<file path="src/dds_regs.svh">
// Purpose: Constants for the synthesizer serial port and update logic
// Assumes: Core sample clock is clk at 50 MHz
// Notes: Register indices are the five-bit register select values
//
// Notes on behaviour
// - Core clock divided by four drives the divided clock output pin.
// - Transfer strobe is sampled only on divided clock rising edges.
// - Serial writes fill buffers; active registers load only on strobe.
// - Each strobe rising edge yields exactly one load pulse.
// - Auto sync bit keeps divided clock phase locked to the phase reference.
// - Software sync bit advances divided clock one core cycle, then self-clears.
// - Hardware sync bit makes each reference rising edge advance one core cycle unless the auto sync bit is set.
// - Oscillator output pin stays static until its enable bit is set.
// - Accesses cover whole registers; device steps byte addresses itself.
// - First eight serial rising edges carry the instruction byte, then data.
// - Data phase byte count equals the addressed register width.
// - After the last data byte, next eight edges form a new instruction.
// - Data captured on serial clock rise, driven out on fall.
// - Instruction bit 7 high means read, low means write.
// - Instruction bits 6 and 5 ignored; bits 4 to 0 select register.
// - Both data pins are high impedance while chip select is high.
// - Chip select high suspends a cycle; it resumes when select returns.
// - Bit 9 of register 0 makes data pin input only when set.
// - In single-line mode the separate output pin is never driven.
// - Abort input ends the cycle and resets port state, not registers.
// - Bit 8 of register 0 selects least significant bit first.
// - LSB first steps bytes upward; otherwise bytes step downward.
`ifndef DDS_REGS_SVH
`define DDS_REGS_SVH

`define DDS_NREG 5'h06
`define DDS_IDX_FIRST_CONTROL_REGISTER 5'h00
`define DDS_IDX_SECOND_CONTROL_REGISTER 5'h01
`define DDS_IDX_ASF 5'h02
`define DDS_IDX_ARR 5'h03
`define DDS_IDX_FTW 5'h04
`define DDS_IDX_POW 5'h05
`define DDS_NB_FIRST_CONTROL_REGISTER 3'h4
`define DDS_NB_SECOND_CONTROL_REGISTER 3'h3
`define DDS_NB_ASF 3'h2
`define DDS_NB_ARR 3'h1
`define DDS_NB_FTW 3'h4
`define DDS_NB_POW 3'h2
`define DDS_NB_NONE 3'h1
`define DDS_RST_WORD 32'h00000000
`define DDS_B_AUTOSYNC 23
`define DDS_B_SWSYNC 22
`define DDS_B_SDIO_IN 9
`define DDS_B_LSBF 8
`define DDS_B_HSYNC 11
`define DDS_B_HWSYNC 10
`define DDS_B_OSC_EN 9
`define DDS_DIV_STEP 2'h1
`define DDS_AUTO_PHASE 2'h1

`endif

</file>
<file path="src/dds_pkg.sv">
// Purpose: Types shared by the synthesizer serial port
// Assumes: Constants come from dds_regs.svh
// Notes: Active register image travels as one packed struct
package dds_pkg;
  typedef enum logic {PH_INSTR, PH_DATA} dds_phase_t;

  typedef struct packed {
    logic [31:0] first_control_register;
    logic [23:0] second_control_register;
    logic [15:0] asf;
    logic [7:0] arr;
    logic [31:0] ftw;
    logic [15:0] pow;
  } dds_ctrl_t;
endpackage : dds_pkg

</file>
<file path="src/dds_spi.sv">
// Purpose: Serial control port, update strobe and divided clock sync
// Assumes: Pins sampled on clk; serial clock well below clk rate
// Notes: clk is the core sample clock
`timescale 1ns/10ps
`include "dds_regs.svh"

module dds_spi import dds_pkg::*; (
  // Clock and reset
  input wire logic clk,
  input wire logic srst,
  // Serial port pins
  input wire logic sclk,
  input wire logic chip_select_n,
  input wire logic port_abort,
  input wire logic sdio_in,
  output logic sdio_out,
  output logic sdio_oe,
  output logic separate_serial_output,
  output logic separate_serial_output_oe,
  // Update strobe and synchronisation
  input wire logic io_update,
  input wire logic sync_in,
  output logic sync_clk,
  // Oscillator pass-through
  input wire logic reference_clock_input,
  output logic osc_out,
  // Active control registers
  output dds_ctrl_t ctrl,
  output logic load_pulse
);

  // Pin synchronisers
  logic [6:0] s1_r;
  logic [6:0] s2_r;
  logic sclk_d_r;
  logic sync_in_d_r;
  logic sclk_s, cs_act, abort_s, din_s, upd_s, sync_in_s, ref_s;
  logic sclk_rise, sclk_fall, sync_in_rise;

  always_ff @(posedge clk) begin
    if (srst) begin
      s1_r <= 7'h02;
      s2_r <= 7'h02;
    end else begin
      s1_r <= {reference_clock_input, sync_in, io_update, sdio_in, port_abort,
               chip_select_n, sclk};
      s2_r <= s1_r;
    end
  end

  assign sclk_s = s2_r[0];
  assign cs_act = ~s2_r[1];
  assign abort_s = s2_r[2];
  assign din_s = s2_r[3];
  assign upd_s = s2_r[4];
  assign sync_in_s = s2_r[5];
  assign ref_s = s2_r[6];

  always_ff @(posedge clk) begin
    if (srst) begin
      sclk_d_r <= 1'b0;
      sync_in_d_r <= 1'b0;
    end else begin
      sclk_d_r <= sclk_s;
      sync_in_d_r <= sync_in_s;
    end
  end

  assign sclk_rise = sclk_s & ~sclk_d_r;
  assign sclk_fall = ~sclk_s & sclk_d_r;
  assign sync_in_rise = sync_in_s & ~sync_in_d_r;

  // Register storage
  logic [31:0] buf_r [0:5];
  logic [31:0] act_r [0:5];
  logic commit;
  logic [4:0] commit_addr;
  logic [31:0] commit_word;
  logic load_nxt;
  logic sw_adv_r;

  assign ctrl.first_control_register = act_r[0];
  assign ctrl.second_control_register = act_r[1][23:0];
  assign ctrl.asf = act_r[2][15:0];
  assign ctrl.arr = act_r[3][7:0];
  assign ctrl.ftw = act_r[4];
  assign ctrl.pow = act_r[5][15:0];

  // Divided clock
  logic [1:0] div_r;
  logic sc_d_r;
  logic sc_rise;
  logic auto_hit;
  logic hw_adv;

  assign auto_hit = act_r[0][`DDS_B_AUTOSYNC] & sync_in_rise;
  assign hw_adv = act_r[1][`DDS_B_HWSYNC] & sync_in_rise & ~act_r[0][`DDS_B_AUTOSYNC];

  always_ff @(posedge clk) begin
    if (srst) begin
      div_r <= 2'h0;
    end else if (auto_hit) begin
      div_r <= `DDS_AUTO_PHASE;
    end else begin
      // Each advance skips one core count
      div_r <= div_r + `DDS_DIV_STEP + {1'b0, sw_adv_r} + {1'b0, hw_adv};
    end
  end

  always_ff @(posedge clk) begin
    if (srst) begin
      sync_clk <= 1'b0;
      sc_d_r <= 1'b0;
    end else begin
      sync_clk <= ~div_r[1];
      sc_d_r <= sync_clk;
    end
  end

  assign sc_rise = sync_clk & ~sc_d_r;

  // Update strobe edge detection
  logic upd_smp_r;

  always_ff @(posedge clk) begin
    if (srst) begin
      upd_smp_r <= 1'b0;
    end else if (sc_rise) begin
      upd_smp_r <= upd_s;
    end
  end

  assign load_nxt = sc_rise & upd_s & ~upd_smp_r;

  always_ff @(posedge clk) begin
    if (srst) begin
      load_pulse <= 1'b0;
      sw_adv_r <= 1'b0;
    end else begin
      load_pulse <= load_nxt;
      sw_adv_r <= load_nxt & buf_r[0][`DDS_B_SWSYNC];
    end
  end

  // Buffer and active banks
  always_ff @(posedge clk) begin
    if (srst) begin
      for (int i = 0; i < 6; i++) begin
        buf_r[i] <= `DDS_RST_WORD;
      end
    end else begin
      if (load_nxt) begin
        buf_r[0][`DDS_B_SWSYNC] <= 1'b0;
      end
      if (commit) begin
        buf_r[commit_addr[2:0]] <= commit_word;
      end
    end
  end

  always_ff @(posedge clk) begin
    if (srst) begin
      for (int i = 0; i < 6; i++) begin
        act_r[i] <= `DDS_RST_WORD;
      end
    end else if (load_nxt) begin
      for (int i = 0; i < 6; i++) begin
        act_r[i] <= buf_r[i];
      end
      act_r[0][`DDS_B_SWSYNC] <= 1'b0;
    end
  end

  // Serial port
  function automatic logic [2:0] reg_bytes(input logic [4:0] a);
    unique case (a)
      `DDS_IDX_FIRST_CONTROL_REGISTER: reg_bytes = `DDS_NB_FIRST_CONTROL_REGISTER;
      `DDS_IDX_SECOND_CONTROL_REGISTER: reg_bytes = `DDS_NB_SECOND_CONTROL_REGISTER;
      `DDS_IDX_ASF: reg_bytes = `DDS_NB_ASF;
      `DDS_IDX_ARR: reg_bytes = `DDS_NB_ARR;
      `DDS_IDX_FTW: reg_bytes = `DDS_NB_FTW;
      `DDS_IDX_POW: reg_bytes = `DDS_NB_POW;
      default: reg_bytes = `DDS_NB_NONE;
    endcase
  endfunction : reg_bytes

  dds_phase_t phase_r;
  logic [2:0] bit_r;
  logic [1:0] byte_r;
  logic [7:0] sh_r;
  logic rw_r;
  logic [4:0] addr_r;
  logic [2:0] nb_r;
  logic [31:0] word_r;
  logic lsbf;
  logic in_only;
  logic step;
  logic [7:0] sh_nxt;
  logic [2:0] pos_tmp;
  logic [1:0] pos;
  logic [2:0] bi;
  logic last_byte;
  logic mapped;
  logic [31:0] word_ins;
  logic reading;

  assign lsbf = act_r[0][`DDS_B_LSBF];
  assign in_only = act_r[0][`DDS_B_SDIO_IN];
  assign step = sclk_rise & cs_act & ~abort_s;
  assign sh_nxt = lsbf ? {din_s, sh_r[7:1]} : {sh_r[6:0], din_s};
  assign pos_tmp = nb_r - 3'h1 - {1'b0, byte_r};
  assign pos = lsbf ? byte_r : pos_tmp[1:0];
  assign bi = lsbf ? bit_r : 3'h7 - bit_r;
  assign last_byte = ({1'b0, byte_r} == nb_r - 3'h1);
  assign mapped = (addr_r < `DDS_NREG);
  assign reading = cs_act & (phase_r == PH_DATA) & rw_r;

  always_comb begin
    word_ins = word_r;
    word_ins[{pos, 3'h0} +: 8] = sh_nxt;
  end

  assign commit = step & (bit_r == 3'h7) & (phase_r == PH_DATA) & last_byte & ~rw_r & mapped;
  assign commit_addr = addr_r;
  assign commit_word = word_ins;

  always_ff @(posedge clk) begin
    if (srst || abort_s) begin
      phase_r <= PH_INSTR;
      bit_r <= 3'h0;
      byte_r <= 2'h0;
      sh_r <= 8'h00;
      rw_r <= 1'b0;
      addr_r <= 5'h00;
      nb_r <= 3'h1;
      word_r <= 32'h00000000;
    end else if (step) begin
      bit_r <= bit_r + 3'h1;
      sh_r <= sh_nxt;
      if (bit_r == 3'h7) begin
        unique case (phase_r)
          PH_INSTR: begin
            phase_r <= PH_DATA;
            rw_r <= sh_nxt[7];
            addr_r <= sh_nxt[4:0];
            nb_r <= reg_bytes(sh_nxt[4:0]);
            byte_r <= 2'h0;
            word_r <= (sh_nxt[4:0] < `DDS_NREG) ? buf_r[sh_nxt[2:0]] : 32'h00000000;
          end
          PH_DATA: begin
            word_r <= rw_r ? word_r : word_ins;
            if (last_byte) begin
              phase_r <= PH_INSTR;
              byte_r <= 2'h0;
            end else begin
              byte_r <= byte_r + 2'h1;
            end
          end
        endcase
      end
    end
  end

  // Output pins
  always_ff @(posedge clk) begin
    if (srst || abort_s || !cs_act) begin
      sdio_oe <= 1'b0;
      separate_serial_output_oe <= 1'b0;
      sdio_out <= 1'b0;
      separate_serial_output <= 1'b0;
    end else if (sclk_fall) begin
      sdio_out <= word_r[{pos, bi}];
      separate_serial_output <= word_r[{pos, bi}];
      sdio_oe <= reading & ~in_only;
      separate_serial_output_oe <= reading & in_only;
    end
  end

  always_ff @(posedge clk) begin
    if (srst) begin
      osc_out <= 1'b0;
    end else begin
      osc_out <= act_r[1][`DDS_B_OSC_EN] & ref_s;
    end
  end
endmodule : dds_spi

</file>
<file path="config.mk">
export PLATFORM = sky130hd
export DESIGN_NAME = dds_spi
export DESIGN_NICKNAME = d
export VERILOG_FILES = /design/src/dds_pkg.sv /design/src/dds_spi.sv
export VERILOG_INCLUDE_DIRS = /design/src
export SDC_FILE = /design/constraint.sdc
export NUM_CORES = 1
export LEC_CHECK = 0
export BUFFER_PORTS_ARGS = -buffer_cell sky130_fd_sc_hd__buf_2
export CORE_UTILIZATION = 45
export DETAILED_ROUTE_END_ITERATION = 6
export GPL_TIMING_DRIVEN = 0
export SETUP_SLACK_MARGIN = 0.2
export SYNTH_ARGS = -nofsm -noshare
export SYNTH_HDL_FRONTEND = slang
export SYNTH_SLANG_ARGS = --single-unit
</file>
<file path="constraint.sdc">
create_clock -name clk -period 3.34 [get_ports clk]
set_clock_uncertainty 0.2 [all_clocks]
set_input_delay 0.668 -clock clk [delete_from_list [all_inputs] [get_ports clk]]
set_output_delay 0.668 -clock clk [all_outputs]
set_load 0.05 [all_outputs]
</file>
# After elaboration in Yosys (flattened, before gate mapping)
# Memories as Yosys holds them, arrays and structs flattened.
# Cells that the tools add are included.
# classes
addsub	9
multipliers	0
n_div	0
order_cmp	3
eq_ne	7
shifts	2
muxes	34
bitwise_logic	42
reduce_logical	10
# op_table
cell	n
32-bit two-way mux	9
32-bit case mux with 2 select lines	1
32-bit bitwise mux	1
32-bit OR reduction	1
8-bit by 7-bit variable shift with 32-bit output, first input constant	1
8-bit by 7-bit variable part select with 32-bit output	1
1-bit bitwise AND	22
1-bit two-way mux	14
1-bit inverter	12
5-bit by 3-bit == test with 1-bit output, second input constant	2
5-bit by 3-bit < comparator with 1-bit output, second input constant	2
3-bit case mux with 3 select lines	1
8-bit two-way mux	1
1-bit OR	8
5-bit negator with 7-bit output	1
5-bit by 6-bit < comparator with 1-bit output, second input constant	1
3-bit two-way mux	2
3-bit AND reduction	2
2-bit OR reduction	3
1-bit binary-select mux with 5-bit select	1
5-bit by 1-bit == test with 1-bit output, second input constant	1
5-bit by 2-bit == test with 1-bit output, second input constant	1
5-bit logical NOT	1
2-bit by 1-bit adder with 2-bit output	2
other kinds (13)	16
# totals
register_bits	82
latch_bits	0
ramBits	384
rom_bits	0
inputBits	9
out_inout_bits	135
wordCells	132
mem_count	2
# mem_list
name	words	width	rd	rd_ports_with_merged_regs	write_ports	line	source
act_r	6	32	6	0	6	dds_spi.sv:75	logic [31:0] act_r [0:5];
buf_r	6	32	7	0	6	dds_spi.sv:74	logic [31:0] buf_r [0:5];

# Logic depth before layout (Yosys ltp)
# logic_depth
depth_word	14
depth_mapped	14
depth_no_buf	13

# Least setup slack after synthesis
# No wires, ideal clock.
# synth_timing
path_type	flip-flop to flip-flop
startpoint	register sync_clk
endpoint	memory buf_r[0][22] (enable)
setup_ps	299
t_arrival_ps	2855
t_required_ps	2841
path_slack_ps	-14
path_stages_with_launch	5
n_path_buf	0
synth_period_minus_slack_ps	3354
path_cell_list	dfxtp_1 > nor2b_1 > and3b_1 > or2_2 > nand2b_1
# synth_rtl
element	line	source
start, declared	dds_spi.sv:23	output logic sync_clk,
start signal, assigned	dds_spi.sv:115	sync_clk <= ~div_r[1];
end, declared	dds_spi.sv:74	

==> key figures <==
STA
  – Final Hold Viols: 0
  – Final Setup Violations: 0
  – RSZ-0062 raised after global routing: true
  – Worst-Margin Slew: 1.06 ns
  – Period utilisation layout: a little over nine tenths
  – Max-slew violation count: 0
  – Final Critical Period: 3.14 ns
  – Slew margin rel.: 28.2%
  – FMAX: 318 MHz

Logic synthesis
  – Biggest area consumer among synthesized cells: edfxtp_1
  – Sequential-to-total area share from yosys stat: about 64%
  – Dominant synthesized flop cell: edfxtp_1
  – Yosys cell types: 69
  – Synth Cell Area: 17400 µm²
  – Post-Syn Area per Cell: between 10 and 15 µm²
  – Post-synthesis register bit count: ~400
  – Share of the synthesized area in the top cell type: a little over half
  – Yosys warnings: 0
  – Top cells by area, synth: edfxtp_1 55%, dfxtp_1 9.4%, nor2_1 5.6%
  – Number of synthesized flops with an enable pin: around 320
  – Post-Syn Instances: 1500
  – FFs w/ async S/R, synth: 0%
  – Post-Syn Nets: 1517

GRT
  – Global-route wire length before repair: 80700 µm
  – Number of antenna violations at the first check in global routing: 0
  – Overflow after GRT: 0
  – Number of global-route vias before repair: 12400
  – Largest net degree at the start of global routing: 71
  – GRT Util Overall: 28.6%

Min path
  – Type of the worst min-delay path: input pin to flop

Routing
  – Initial DRC Count: 1200
  – Via count: 12800
  – Final wirelength: between 50000 and 60000 µm
  – DRC: 0
  – 1st-pass router iterations: 5
  – Final ANT Viol Nets: 0
  – WL/cell: 24.7 µm
  – Via-per-instance ratio: 5.67

Final layout
  – Finished Cell Area: between 20000 and 25000 µm²
  – Nets: 1720
  – Share of cells above drive strength 1: approximately a fifth
  – Diodes inserted: 0
  – Finished Layout Cells: between 2000 and 2500
  – Layout area overhead: 20.5%
  – # fillers: about 3300

CTS
  – Total clock sinks: 401
  – Num CTS Buffers: 44
  – Root Buffer Master: clkbuf_16
  – CTS tree: built
  – CTS Buffer Depth: 3
  – Insertion delay of the later-clocked pin in the worst-skew pair: roughly 0.58 ns
  – Clock-pin slew on the worst setup and hold paths: 0.06 ns
  – H-tree depth: 2
  – Hold_buf cts: 0

Die
  – Io pins: around 140
  – Core area: about 38000 µm²
  – Height of the die: 199 µm
  – Initial core utilization: roughly 46%
  – Die width: 199 µm
  – Row cnt: 71
  – Die ar.: 39500 µm²

Placed design
  – Port buffer count: between 100 and 150
  – Placed cell count: ~2200
  – Placement Cell Area: 18900 µm²
  – DP HPWL: ~40000 µm
  – RePlAce Congestion: 0.955

Critical path
  – Crit path launch type: flop
  – CP arrival: 3.20 ns
  – Critical path endpoint category: flop
  – Critical Path Max Stage Delay: 0.46 ns
  – Crit Path Category: flop to flop
  – Crit Path Max Fanout: 26
  – Crit path max-delay family: simple AND/OR/NAND/NOR gates
  – Buf/Inv on CP: 2
  – Critical path's slowest cell: nor4b_2
  – CP required: 3.40 ns
  – Cell Chain, Critical Path: inv_1, ha_4, xor2_1, nand4_1, nor4b_2, nand2_1, nand2b_4, buf_12

Power
  – Pwr Density: 529 nW/µm²
  – Pleak: 7.58 nW
  – VDD IR max: 0.000385 V
  – Final Total Pwr: 0.0111 W

Run status
  – Status: finished clean

Flow run
  – Max_cap viols: 0
[layout by cell type, fill, tap and decap left out, types with 6 or more instances in the layout]
master | Yosys | layout
edfxtp_1 | 319 | 319
nor2_1 | 261 | 253
buf_2 | 24 | 164
and2_1 | 131 | 131
nand2_1 | 128 | 126
dfxtp_1 | 82 | 81
clkbuf_1 | 70 | 66
o21ai_0 | 66 | 66
clkbuf_16 | 0 | 47
a31oi_1 | 42 | 42
inv_1 | 29 | 29
a21oi_1 | 35 | 29
mux2i_1 | 47 | 25
nor2b_1 | 24 | 23
o2111ai_1 | 18 | 18
buf_4 | 8 | 16
a211oi_1 | 16 | 16
nand3_1 | 16 | 15
clkbuf_2 | 0 | 14
mux2i_2 | 2 | 12
mux2i_4 | 0 | 12
o22a_1 | 12 | 12
nand2b_1 | 16 | 11
nor3_1 | 10 | 9
clkinv_2 | 0 | 9
mux2_2 | 8 | 8
o221ai_1 | 9 | 8
o211ai_1 | 8 | 8
clkinv_1 | 1 | 8
nor2_4 | 0 | 7
a32oi_1 | 7 | 7
or2_2 | 7 | 6
o22ai_1 | 6 | 6
[state kept, by name (all words and copies together), names as in the netlist, 2 cells and up]
name and count:
addr_r 5, buf_r 192, sh_r 8, div_r 2
s2_r 7, bit_r 3, nb_r 3, act_r 127
s1_r 7, word_r 32, byte_r 2
[power breakdown]
group	internal (W)	leakage [nW]	switching [W]
Combinational	0.000197	2.93	0.000600
Clock	0.00269	0.685	0.00199
Sequential	0.00554	3.96	0.0000773
[worst paths after layout]
check	start	cells after the start	endpoint	slack, ns
setup / recovery	nb_r[0]	8	buf_r[3][6]	0.20
hold / removal	chip_select_n	2	s1_r[1]	0.10
setup reg to reg	nb_r[0]	8	buf_r[3][6]	0.20
hold reg to reg	s1_r[1]	1	s2_r[1]	0.22
[worst register-to-register path: cells and delay by family, from the launching register on]
| kind | cells | cell delay, ns |
|---|---|---|
| xor gates and xnor gates | 1 | 0.19 |
| adders and majority gates | 1 | 0.30 |
| buffers and inverters | 2 | 0.33 |
| DFF | 1 | 0.37 |
| and+or+nand+nor | 4 | 1.41 |
[metrics by stage]
step                setup TNS [ns]  hold WS, ns  utilization [%]  setup WS (ns)
detailed placement         -124.79        0.208             50.0         -0.926
CTS                              0       0.0818             54.8         0.0649
global route                     0       0.0959             55.4         0.0972
global placement           -274.39        0.205             49.6          -1.02
floorplan                        0        0.189                -          0.286
finish                           0        0.102             55.4          0.199
[timing repair]
item | CTS | global route
pin swaps | 7 | 6
resized for setup | 80 | 43
endpoints found under the setup margin | 379 | 310
buffers inserted | 7 | 3
[layout make-up]
cell class	count	area (µm²)	area share, %
Tap cell	511	639	3.05
Clock inverter	21	138	0.656
Timing Repair Buffer	158	973	4.64
Multi-Input combinational cell	960	6100	29.1
Clock buffer	61	1250	5.95
Inverter	31	124	0.590
Buffer	107	533	2.54
Sequential cell	401	11200	53.5
[cell usage after synthesis, drive strengths merged, types with 4 or more instances]
cell     instances
nor4b            4
a22oi            8
nand3           16
o21ai           67
a32oi            7
a32o             5
mux2             8
clkbuf          70
xnor2            6
a2bb2oi          4
nor3            11
buf             38
mux2i           49
o22a            12
dfxtp           82
o32a             5
nor3b            5
o221ai           9
nand2          128
or2              7
edfxtp         319
a211oi          17
o22ai            6
o2111ai         18
nor2b           24
inv             30
a31oi           42
o41a             4
nand2b          16
and2           131
o211a            4
o211ai           8
ha               8
a21oi           36
nor2           261
[logic make-up after synthesis]
logic type | after synthesis | share of synthesized area, %
flip-flops | 401 | 64.4
other | 1 | 0.0215
AO/OA/AOI/OAI | 267 | 10.6
adder cells (fa/ha/maj) | 8 | 0.575
multiplexers | 60 | 3.76
XOR/XNOR | 8 | 0.445
AND/OR/NAND/NOR | 616 | 16.7
buffers and inverters | 139 | 3.43
[per-layer routing]
metal  routed length, µm  share of wire, %  up-vias  track usage [%]
met4                2790               5.0        0             13.8
met2               26700                48      573             47.1
met1               22300                40     6259             37.1
met5                   0                 0        -                0
li1                    -                 -     5795                -
met3                3750               6.8      126             4.07
(Power assumes the default switching activity.)
